$ cat src/fdm_regs.svh
// register offsets, field positions, reset values and timing counts of the flash data memory control
`ifndef FDM_REGS_SVH
`define FDM_REGS_SVH

// apb byte offsets
`define FDM_ADDR_OFS 12'h000
`define FDM_DATA_OFS 12'h004
`define FDM_CTRL_OFS 12'h008
`define FDM_BSET_OFS 12'h00c

// control register bit positions, also the bit numbers of a bit-set access
`define FDM_BIT_RD 0
`define FDM_BIT_WR 1
`define FDM_BIT_WRITE_ENABLE_BIT 2
`define FDM_BIT_ERASE 3
`define FDM_BIT_IDX_W 3

// array geometry
`define FDM_ADDR_W 6
`define FDM_DATA_W 8
`define FDM_ROW_W 3
`define FDM_DEPTH 64
`define FDM_ROWS 8
`define FDM_ROW_BYTES 8
`define FDM_ERASED 8'hff

// reset values
`define FDM_ADDR_RST 6'h00
`define FDM_DATA_RST 8'h00
`define FDM_CNT_W 16

// timing
`define FDM_CLK_MHZ 50
`define FDM_READ_TIME_NS 40
`define FDM_ERASE_TIME_NS 2000
`define FDM_PROG_TIME_NS 1000
`define FDM_READ_CYCLES ((`FDM_READ_TIME_NS * `FDM_CLK_MHZ + 999) / 1000)
`define FDM_ERASE_CYCLES ((`FDM_ERASE_TIME_NS * `FDM_CLK_MHZ + 999) / 1000)
`define FDM_PROG_CYCLES ((`FDM_PROG_TIME_NS * `FDM_CLK_MHZ + 999) / 1000)

`endif

$ cat src/fdm_pkg.sv
// types shared by the flash data memory control and its array
`include "fdm_regs.svh"
package fdm_pkg;

  typedef enum logic [1:0] {
    FDM_IDLE = 2'b00,
    FDM_READ = 2'b01,
    FDM_ERASE = 2'b10,
    FDM_PROG = 2'b11
  } fdm_state_t;

  typedef struct packed {
    logic erase;
    logic prog;
    logic [`FDM_ADDR_W-1:0] addr;
    logic [`FDM_DATA_W-1:0] data;
  } fdm_cmd_t;

  function automatic logic [`FDM_ROW_W-1:0] fdm_row(input logic [`FDM_ADDR_W-1:0] a);
    fdm_row = a[`FDM_ADDR_W-1:`FDM_ADDR_W-`FDM_ROW_W];
  endfunction : fdm_row

endpackage : fdm_pkg

$ cat src/fdm_ctrl.sv
// apb-mapped flash data memory control: address, data, control and bit-set registers
//
// Behaviour
// - the last address register value selects the byte that a read fetches
// - bit-set of the read trigger starts a read; data lands in data register
// - data register holds its value until a new read or a software write
// - the read access is stalled for the read cycle, then completes
// - only a bit-set access launches a read; other writes cannot
// - erase works on whole rows, programming on single bytes
// - 64 bytes as eight rows of eight, row boundary every eighth address
// - erase or program starts only after the exact unlock sequence of consecutive enable and trigger bit-sets
// - erase-select is cleared unless write enable is bit-set in the next access
// - write enable is cleared unless write trigger is bit-set in the next access
// - the trigger access is stalled while the erase runs
// - erase-select takes a bit-set or a control register write; enable and trigger need consecutive bit-sets
// - row erase uses address bits 5 to 3, ignoring bits 2 to 0
//
// Local design decisions: the placing of the registers and the APB slave port.
`timescale 1ns/1ps
`include "fdm_regs.svh"
module fdm_ctrl (
  input wire logic clk_sys_in,
  input wire logic rstn_in,
  input wire logic ce_in,
  input wire logic psel_in,
  input wire logic penable_in,
  input wire logic pwrite_in,
  input wire logic [11:0] paddr_in,
  input wire logic [31:0] pwdata_in,
  output logic [31:0] prdata_out,
  output logic pready_out,
  output logic pslverr_out,
  output logic busy_out
);

  ////////////////////////////////////////////////////////////////////////////////
  // reset release

  logic rst_meta;
  logic rst_n;

  always_ff @(posedge clk_sys_in or negedge rstn_in) begin
    if (!rstn_in) begin
      rst_meta <= 1'b0;
      rst_n <= 1'b0;
    end else begin
      rst_meta <= 1'b1;
      rst_n <= rst_meta;
    end
  end

  ////////////////////////////////////////////////////////////////////////////////
  // state and registers

  fdm_pkg::fdm_state_t state;
  logic [`FDM_ADDR_W-1:0] nvm_address_reg;
  logic [`FDM_DATA_W-1:0] nvm_data_reg;
  logic rd_bit;
  logic wr_bit;
  logic write_enable_bit;
  logic erase_bit;
  logic erase_armed;
  logic [`FDM_CNT_W-1:0] cnt;
  fdm_pkg::fdm_cmd_t cmd;
  logic [`FDM_DATA_W-1:0] array_rd;

  ////////////////////////////////////////////////////////////////////////////////
  // access decode

  function automatic logic fdm_hit(input logic [11:0] a, input logic [11:0] ofs);
    fdm_hit = (a == ofs);
  endfunction : fdm_hit

  function automatic logic fdm_bit_is(input logic [`FDM_BIT_IDX_W-1:0] idx, input logic [`FDM_BIT_IDX_W-1:0] pos);
    fdm_bit_is = (idx == pos);
  endfunction : fdm_bit_is

  logic take;
  logic hit_addr;
  logic hit_data;
  logic hit_ctrl;
  logic hit_bset;
  logic mapped;
  logic wr_addr;
  logic wr_data;
  logic wr_ctrl;
  logic bset;
  logic [`FDM_BIT_IDX_W-1:0] bidx;
  logic bs_rd;
  logic bs_wr;
  logic bs_write_enable_bit;
  logic bs_erase;
  logic sets_erase;
  logic start_read;
  logic start_nvm;
  logic done;
  logic [3:0] ctrl_view;

  assign take = psel_in && penable_in && !pready_out && (state == fdm_pkg::FDM_IDLE);
  assign hit_addr = fdm_hit(paddr_in, `FDM_ADDR_OFS);
  assign hit_data = fdm_hit(paddr_in, `FDM_DATA_OFS);
  assign hit_ctrl = fdm_hit(paddr_in, `FDM_CTRL_OFS);
  assign hit_bset = fdm_hit(paddr_in, `FDM_BSET_OFS);
  assign mapped = hit_addr || hit_data || hit_ctrl || hit_bset;

  assign wr_addr = take && pwrite_in && hit_addr;
  assign wr_data = take && pwrite_in && hit_data;
  assign wr_ctrl = take && pwrite_in && hit_ctrl;
  assign bset = take && pwrite_in && hit_bset;
  assign bidx = pwdata_in[`FDM_BIT_IDX_W-1:0];

  // only the bit-set register can raise the trigger and enable bits
  assign bs_rd = bset && fdm_bit_is(bidx, 3'(`FDM_BIT_RD));
  assign bs_wr = bset && fdm_bit_is(bidx, 3'(`FDM_BIT_WR));
  assign bs_write_enable_bit = bset && fdm_bit_is(bidx, 3'(`FDM_BIT_WRITE_ENABLE_BIT));
  assign bs_erase = bset && fdm_bit_is(bidx, 3'(`FDM_BIT_ERASE));

  // erase-select may be raised by an ordinary write as well
  assign sets_erase = bs_erase || (wr_ctrl && pwdata_in[`FDM_BIT_ERASE]);

  assign start_read = bs_rd;
  assign start_nvm = bs_wr && write_enable_bit;
  assign done = (state != fdm_pkg::FDM_IDLE) && (cnt == '0);

  assign ctrl_view = {erase_bit, write_enable_bit, wr_bit, rd_bit};

  ////////////////////////////////////////////////////////////////////////////////
  // cycle sequencer

  always_ff @(posedge clk_sys_in or negedge rst_n) begin
    if (!rst_n) begin
      state <= fdm_pkg::FDM_IDLE;
      cnt <= '0;
    end else if (ce_in) begin
      case (state)
        fdm_pkg::FDM_IDLE: begin
          if (start_read) begin
            state <= fdm_pkg::FDM_READ;
            cnt <= 16'(`FDM_READ_CYCLES - 1);
          end else if (start_nvm && erase_bit) begin
            state <= fdm_pkg::FDM_ERASE;
            cnt <= 16'(`FDM_ERASE_CYCLES - 1);
          end else if (start_nvm) begin
            state <= fdm_pkg::FDM_PROG;
            cnt <= 16'(`FDM_PROG_CYCLES - 1);
          end
        end
        fdm_pkg::FDM_READ, fdm_pkg::FDM_ERASE, fdm_pkg::FDM_PROG: begin
          if (done) begin
            state <= fdm_pkg::FDM_IDLE;
          end else begin
            cnt <= cnt - 16'h0001;
          end
        end
        default: begin
          state <= fdm_pkg::FDM_IDLE;
          cnt <= '0;
        end
      endcase
    end
  end

  always_ff @(posedge clk_sys_in or negedge rst_n) begin
    if (!rst_n) begin
      busy_out <= 1'b0;
    end else if (ce_in) begin
      if (start_read || start_nvm) begin
        busy_out <= 1'b1;
      end else if (done) begin
        busy_out <= 1'b0;
      end
    end
  end

  ////////////////////////////////////////////////////////////////////////////////
  // address register

  always_ff @(posedge clk_sys_in or negedge rst_n) begin
    if (!rst_n) begin
      nvm_address_reg <= `FDM_ADDR_RST;
    end else if (ce_in && wr_addr) begin
      nvm_address_reg <= pwdata_in[`FDM_ADDR_W-1:0];
    end
  end

  ////////////////////////////////////////////////////////////////////////////////
  // data register

  always_ff @(posedge clk_sys_in or negedge rst_n) begin
    if (!rst_n) begin
      nvm_data_reg <= `FDM_DATA_RST;
    end else if (ce_in) begin
      if ((state == fdm_pkg::FDM_READ) && done) begin
        nvm_data_reg <= array_rd;
      end else if (wr_data) begin
        nvm_data_reg <= pwdata_in[`FDM_DATA_W-1:0];
      end
    end
  end

  ////////////////////////////////////////////////////////////////////////////////
  // read trigger

  always_ff @(posedge clk_sys_in or negedge rst_n) begin
    if (!rst_n) begin
      rd_bit <= 1'b0;
    end else if (ce_in) begin
      if (start_read) begin
        rd_bit <= 1'b1;
      end else if ((state == fdm_pkg::FDM_READ) && done) begin
        rd_bit <= 1'b0;
      end
    end
  end

  ////////////////////////////////////////////////////////////////////////////////
  // write trigger

  always_ff @(posedge clk_sys_in or negedge rst_n) begin
    if (!rst_n) begin
      wr_bit <= 1'b0;
    end else if (ce_in) begin
      if (start_nvm) begin
        wr_bit <= 1'b1;
      end else if (done && (state != fdm_pkg::FDM_READ)) begin
        wr_bit <= 1'b0;
      end
    end
  end

  ////////////////////////////////////////////////////////////////////////////////
  // write enable: survives only into a bit-set of the write trigger

  always_ff @(posedge clk_sys_in or negedge rst_n) begin
    if (!rst_n) begin
      write_enable_bit <= 1'b0;
    end else if (ce_in) begin
      if (bs_write_enable_bit) begin
        write_enable_bit <= 1'b1;
      end else if (take && write_enable_bit && !bs_wr) begin
        write_enable_bit <= 1'b0;
      end else if (done && (state != fdm_pkg::FDM_READ)) begin
        write_enable_bit <= 1'b0;
      end
    end
  end

  ////////////////////////////////////////////////////////////////////////////////
  // erase select: survives only into a bit-set of write enable

  always_ff @(posedge clk_sys_in or negedge rst_n) begin
    if (!rst_n) begin
      erase_bit <= 1'b0;
      erase_armed <= 1'b0;
    end else if (ce_in) begin
      if (take) begin
        erase_armed <= sets_erase;
      end
      if (sets_erase) begin
        erase_bit <= 1'b1;
      end else if (wr_ctrl) begin
        erase_bit <= 1'b0;
      end else if (take && erase_armed && !bs_write_enable_bit) begin
        erase_bit <= 1'b0;
      end else if (done && (state == fdm_pkg::FDM_ERASE)) begin
        erase_bit <= 1'b0;
      end
    end
  end

  ////////////////////////////////////////////////////////////////////////////////
  // array command, issued as the cycle ends

  always_ff @(posedge clk_sys_in or negedge rst_n) begin
    if (!rst_n) begin
      cmd <= '0;
    end else if (ce_in) begin
      cmd.erase <= done && (state == fdm_pkg::FDM_ERASE);
      cmd.prog <= done && (state == fdm_pkg::FDM_PROG);
      cmd.addr <= nvm_address_reg;
      cmd.data <= nvm_data_reg;
    end
  end

  fdm_array u_array (
    .clk_sys_in(clk_sys_in),
    .ce_in(ce_in),
    .cmd_in(cmd),
    .rd_addr_in(nvm_address_reg),
    .rd_data_out(array_rd)
  );

  ////////////////////////////////////////////////////////////////////////////////
  // apb answer
  // trigger accesses are answered when their cycle ends

  always_ff @(posedge clk_sys_in or negedge rst_n) begin
    if (!rst_n) begin
      pready_out <= 1'b0;
      pslverr_out <= 1'b0;
    end else if (ce_in) begin
      if (pready_out) begin
        pready_out <= 1'b0;
        pslverr_out <= 1'b0;
      end else if (take && !start_read && !start_nvm) begin
        pready_out <= 1'b1;
        pslverr_out <= !mapped;
      end else if (done) begin
        pready_out <= 1'b1;
        pslverr_out <= 1'b0;
      end
    end
  end

  ////////////////////////////////////////////////////////////////////////////////
  // apb read data

  always_ff @(posedge clk_sys_in or negedge rst_n) begin
    if (!rst_n) begin
      prdata_out <= '0;
    end else if (ce_in) begin
      if (take && !pwrite_in) begin
        if (hit_addr) begin
          prdata_out <= {26'h0, nvm_address_reg};
        end else if (hit_data) begin
          prdata_out <= {24'h0, nvm_data_reg};
        end else if (hit_ctrl) begin
          prdata_out <= {28'h0, ctrl_view};
        end else begin
          prdata_out <= '0;
        end
      end else if (pready_out) begin
        prdata_out <= '0;
      end
    end
  end

endmodule : fdm_ctrl

$ cat src/fdm_array.sv
// 64-byte flash data array with row erase and byte program
`timescale 1ns/1ps
`include "fdm_regs.svh"
module fdm_array (
  input wire logic clk_sys_in,
  input wire logic ce_in,
  input wire fdm_pkg::fdm_cmd_t cmd_in,
  input wire logic [`FDM_ADDR_W-1:0] rd_addr_in,
  output logic [`FDM_DATA_W-1:0] rd_data_out
);

  logic [`FDM_DATA_W-1:0] mem [0:`FDM_DEPTH-1];

  ////////////////////////////////////////////////////////////////////////////////
  // one row of eight bytes per outer step
  genvar r, b;
  generate
    for (r = 0; r < `FDM_ROWS; r = r + 1) begin : g_row
      for (b = 0; b < `FDM_ROW_BYTES; b = b + 1) begin : g_byte
        always_ff @(posedge clk_sys_in) begin
          if (ce_in) begin
            if (cmd_in.erase && (fdm_pkg::fdm_row(cmd_in.addr) == 3'(r))) begin
              mem[r * `FDM_ROW_BYTES + b] <= `FDM_ERASED;
            end else if (cmd_in.prog && (cmd_in.addr == 6'(r * `FDM_ROW_BYTES + b))) begin
              mem[r * `FDM_ROW_BYTES + b] <= mem[r * `FDM_ROW_BYTES + b] & cmd_in.data;
            end
          end
        end
      end
    end
  endgenerate

  ////////////////////////////////////////////////////////////////////////////////
  // immediate read
  assign rd_data_out = mem[rd_addr_in];

endmodule : fdm_array

$ cat config.mk
export PLATFORM = sky130hd
export DESIGN_NAME = fdm_ctrl
export DESIGN_NICKNAME = d
export VERILOG_FILES = /design/src/fdm_pkg.sv /design/src/fdm_ctrl.sv /design/src/fdm_array.sv
export VERILOG_INCLUDE_DIRS = /design/src
export SDC_FILE = /design/constraint.sdc
export NUM_CORES = 1
export LEC_CHECK = 0
export BUFFER_PORTS_ARGS = -buffer_cell sky130_fd_sc_hd__buf_2
export CORE_MARGIN = 3
export CORE_UTILIZATION = 30
export CTS_BUF_LIST = sky130_fd_sc_hd__clkbuf_4 sky130_fd_sc_hd__clkbuf_8 sky130_fd_sc_hd__clkbuf_16
export DETAILED_ROUTE_END_ITERATION = 8
export HOLD_SLACK_MARGIN = 0.05
export MAX_ROUTING_LAYER = met4
export RECOVER_POWER = 100
export SETUP_SLACK_MARGIN = 0.1
export SYNTH_ARGS = -nofsm -noshare
export SYNTH_HDL_FRONTEND = slang
export SYNTH_SLANG_ARGS = --single-unit
$ cat constraint.sdc
create_clock -name clk_sys_in -period 2.1 [get_ports clk_sys_in]
set_input_delay 0.42 -clock clk_sys_in [delete_from_list [all_inputs] [get_ports clk_sys_in]]
set_output_delay 0.42 -clock clk_sys_in [all_outputs]
set_load 0.05 [all_outputs]
==> results.txt <==
The complex-gate fraction of the synthesized area is 12.7%. The number of enable-type register cells in the synthesized netlist came out at 512. Setup violations remaining at the end of the flow were counted as 8. The number of inserted diodes came out at 0. The deepest clock path buffer count is 3. The first global-routing pass estimated 116 mm of wire. The async set-or-reset flop fraction in the synthesized netlist is 11.4%. The worst supply voltage drop on vdd is 0.509 mV. In this run the horizontal extent of the chip is 312 um.

Combinational cells account for 2.1% of the total power. After legalization and detailed placement, the total HPWL measured 52.4 mm. The count of endpoints failing hold in the final timing report is 0.

The flow ran to the end, but the final reports show violations. Across all setup checks in the final design, the least slack found is -0.334 ns. The largest registers in the layout are u_array.mem x512, cmd x16, cnt x16. The area fraction in and, or, nand and nor cells after synthesis is 8.59%. The flop and latch count out of synthesis is 578. The clock latency at the later pin of the worst-skew pair came out at 0.60 ns. The remaining max-slew budget at the tightest pin is 1.19%. The cell count after placement came out at 3,436. After detailed routing, the number of remaining DRC violations is 0. The design internal power came out at 19.8 mW. The flip-flop count of the largest register, all copies and words added is 512. The clock sink count is 578.

The critical path is of the flip-flop to flip-flop type. The largest register by flop count is u_array.mem. The clock tree skew after final layout is 0.0206 ns. The average wire per standard cell came out at 21.2 um. The count of non-filler cells in the finished layout is 3,590. The distinct cell type count of the synthesized netlist came out at 61. The TritonCTS clock tree is built. The share of total power dissipated in sequential elements is 49.9%. The number of slew-limit violations in the final report was 0. The final estimated routing congestion in global placement is 0.879. The xor and xnor fraction of the mapped netlist area came out at 0%. The placed instances occupy a cell area of 0.0320 mm2. The leakage dissipation came out at 13.4 nW. The cell area after synthesis is 0.0280 mm2. The arrival time of the worst setup path is 2.90 ns. STA classifies the critical path endpoint as a flip-flop.

In this run, CTS created clock tree buffers numbering 67. Power spread over the standard cell area amounts to 712 mW/mm2. The largest net degree at the start of global routing came out at 58. Input and output buffers added on the ports amount to 36. In the global route stage, overall resource usage came out at 15.7%. The floorplan step defined a die boundary enclosing 0.0972 mm2. The cell area after layout came out at 0.0351 mm2. The endpoint required time on the critical path is 2.57 ns. The share of final-layout standard cells stronger than drive strength 1 is 31.0%. The floorplan has 111 rows.

The proportion of synthesized chip area in sequential cells is 60.7%. For this run the aggregate overflow at the end of global routing stands at 0. The pre-CTS worst setup slack came out at -0.417 ns. The actual transition at the worst max-transition pin is 1.48 ns. Across all hold checks on the routed design, the worst slack comes to 0.101 ns. The average via count per standard cell came out at 5.25. The I/O pin count came out at 85. The chip height came out at 312 um.

In this run switching power makes up 20.6% of total power. The multiplexer share of the synthesized area came out at 14.9%. Among all flip-flop cells after synthesis, the most frequent one is sky130_fd_sc_hd__edfxtp_1.

After layout, the worst path uses 116% of the clock period. The smallest clock period supported by the final layout is computed as 2.43 ns. The final reports fail on setup timing. The cell count after synthesis is 2,030. The number of antenna violations at the first check in global routing was 0.

Along the worst path, the maximum fanout reaches 6. The net switching component of the power is 5.15 mW. The core region is 0.0922 mm2. The worst setup path is launched from a flip-flop.

The accumulated negative setup slack is -2.49 ns. The initial utilization of the core area, before any placement, comes to 30.4%. Clock-pin slew was measured on the worst setup and hold paths at 0.06 ns. The min-delay analysis places its worst path in the category input port to flip-flop. The synthesis warning total came out at 0. The iteration count of the initial detailed-routing pass came out at 6. Across the run, the number of max-cap violations was 0. The number of routed nets with antenna violations is 0.

Summing all multi-input logic gate instances after layout gives 0.0109 mm2. The first routing iteration left 1,836 violations. The CTS root buffer is sky130_fd_sc_hd__clkbuf_16. Setup repair after global routing could not meet its margin everywhere.

The mean post-synth cell area came out at 13.8 um2. The share of total power in the clock network came out at 48.0%. The post-layout net count came out at 2,344. By area, the combinational part of the netlist is dominated by multiplexers. The area taken by flip-flops and latches is 0.0170 mm2.

Relative to the synthesized area, the layout overhead comes to 25.1%. The post-detailed-routing wire length came out at 76.1 mm. In this run the number of H-tree levels came out at 3.

The fmax came out at 411 MHz. The via count of the first global-routing pass came out at 18,876. The fraction of the mapped netlist area in adder cells came out at 0.0892%. The total vias in the final route came out at 18,849. The number of inserted filler cells in the final layout came out at 8,636.
## critical path, cell delays in order (launching register included)
cell                        delay, ns
sky130_fd_sc_hd__dfrtp_4         0.51
sky130_fd_sc_hd__buf_12          0.17
sky130_fd_sc_hd__clkbuf_16       0.18
sky130_fd_sc_hd__buf_8           0.13
sky130_fd_sc_hd__mux4_2          0.31
sky130_fd_sc_hd__mux4_2          0.53
sky130_fd_sc_hd__mux2_4          0.32
sky130_fd_sc_hd__nand2_2         0.07
sky130_fd_sc_hd__nand3_1         0.06
## final timing paths
check | startpoint | end | slack, ns | cells past startpoint
max in group asynchronous | rst_n | nvm_address_reg[0] | 0.13 | 1
min in group asynchronous | rstn_in | rst_meta | 0.16 | 2
max reg2reg | nvm_address_reg[0] | nvm_data_reg[1] | -0.33 | 8
min | pwdata_in[4] | nvm_address_reg[4] | 0.10 | 2
max | nvm_address_reg[0] | nvm_data_reg[1] | -0.33 | 8
min reg2reg | rst_meta | rst_n | 0.35 | 0
## what timing repair did
| item | 4_1_cts | 5_1_grt |
|---|---|---|
| resized for setup | 49 | 61 |
| setup buffers | 16 | 3 |
| cloned | 4 | 7 |
| endpoints found under the hold margin | 2 | 0 |
| pin swaps | 10 | 16 |
| endpoints found under the setup margin | 193 | 551 |
| hold buffers | 1 | 0 |
## metal layers
metal | vias up | part of all wire, % | wire [um] | GRT usage (%)
met5 | - | 0 | 0 | -
met4 | 0 | 3.3 | 2530 | 5.53
met3 | 151 | 6.2 | 4710 | 2.64
met2 | 683 | 48 | 36600 | 24.7
met1 | 9735 | 42 | 32300 | 20.5
li1 | 8280 | - | - | -
## synth_stat cells (all sizes together), types with 2 or more instances
master   number  area share [%]
mux2i        43             1.5
or2           4           0.089
inv          21            0.28
o2bb2ai       4            0.12
a31oi         5            0.11
nor3         17            0.30
o21ai        37            0.67
o31ai         7            0.19
ha            2           0.089
a21oi        16            0.29
nand2       396             5.3
or3           6            0.13
o2111ai       2           0.062
a22o          8            0.25
a21boi        2           0.054
and3          5            0.11
nor2b         6            0.13
mux4        152              12
nor4         10            0.30
mux2         29             1.2
clkbuf       95             1.3
nand2b        9            0.20
nand3b       10            0.27
conb          2           0.027
or4           4            0.11
nand3        19            0.34
nand4b        6            0.19
buf          62             1.4
o31a          6            0.19
dfrtp        66             5.9
a2bb2oi       2           0.062
a221oi        4            0.12
a21o        386              10
and4          3           0.094
nand4        10            0.22
nor3b         2           0.054
edfxtp      512              55
nor2         48            0.65
## layout make-up
class                           count  share of cell area (%)
Tap cell                         1243                    4.43
Timing Repair Buffer              327                    9.26
Clock inverter                     39                    1.16
Multi-Input combinational cell   1297                    31.0
Clock buffer                       85                    5.35
Sequential cell                   578                    48.6
Inverter                           21                   0.225
## stage by stage
stage	utilization, %	power (mW)
final	38.0	25.0
after global routing	38.0	25.8
after CTS	37.6	25.2
after detailed placement	34.7	13.2
after global placement	34.7	13.2
after floorplan	-	13.0
## kinds of logic (layout without fill, tap and decap cells)
family | after synthesis | in the layout
compound gates | 488 | 488
fa+ha+maj | 2 | 2
buf+inv | 178 | 472
flops | 578 | 578
mux | 224 | 224
other cells | 2 | 25
simple gates | 558 | 558
## power groups by stage
stage | Clock [mW] | Combinational, mW | Sequential (mW)
detailed placement | 0 | 0.484 | 12.7
CTS | 12.3 | 0.497 | 12.5
floorplan | 0 | 0.326 | 12.7
global route | 12.7 | 0.570 | 12.5
finish | 12.0 | 0.523 | 12.5
global placement | 0 | 0.474 | 12.7
## layout by cell type, fill, tap and decap left out, drive strengths merged, types with 8 or more instances in the layout
cell,Yosys,layout
a21o,386,386
a21oi,16,16
a22o,8,8
buf,62,315
clkbuf,95,96
clkinv,0,25
conb,2,25
dfrtp,66,66
edfxtp,512,512
inv,21,25
mux2,29,29
mux2i,43,43
mux4,152,152
nand2,396,396
nand2b,9,9
nand3,19,19
nand3b,10,10
nand4,10,10
nor2,48,48
nor3,17,17
nor4,10,10
o21ai,37,37
(Power assumes the default switching activity.)
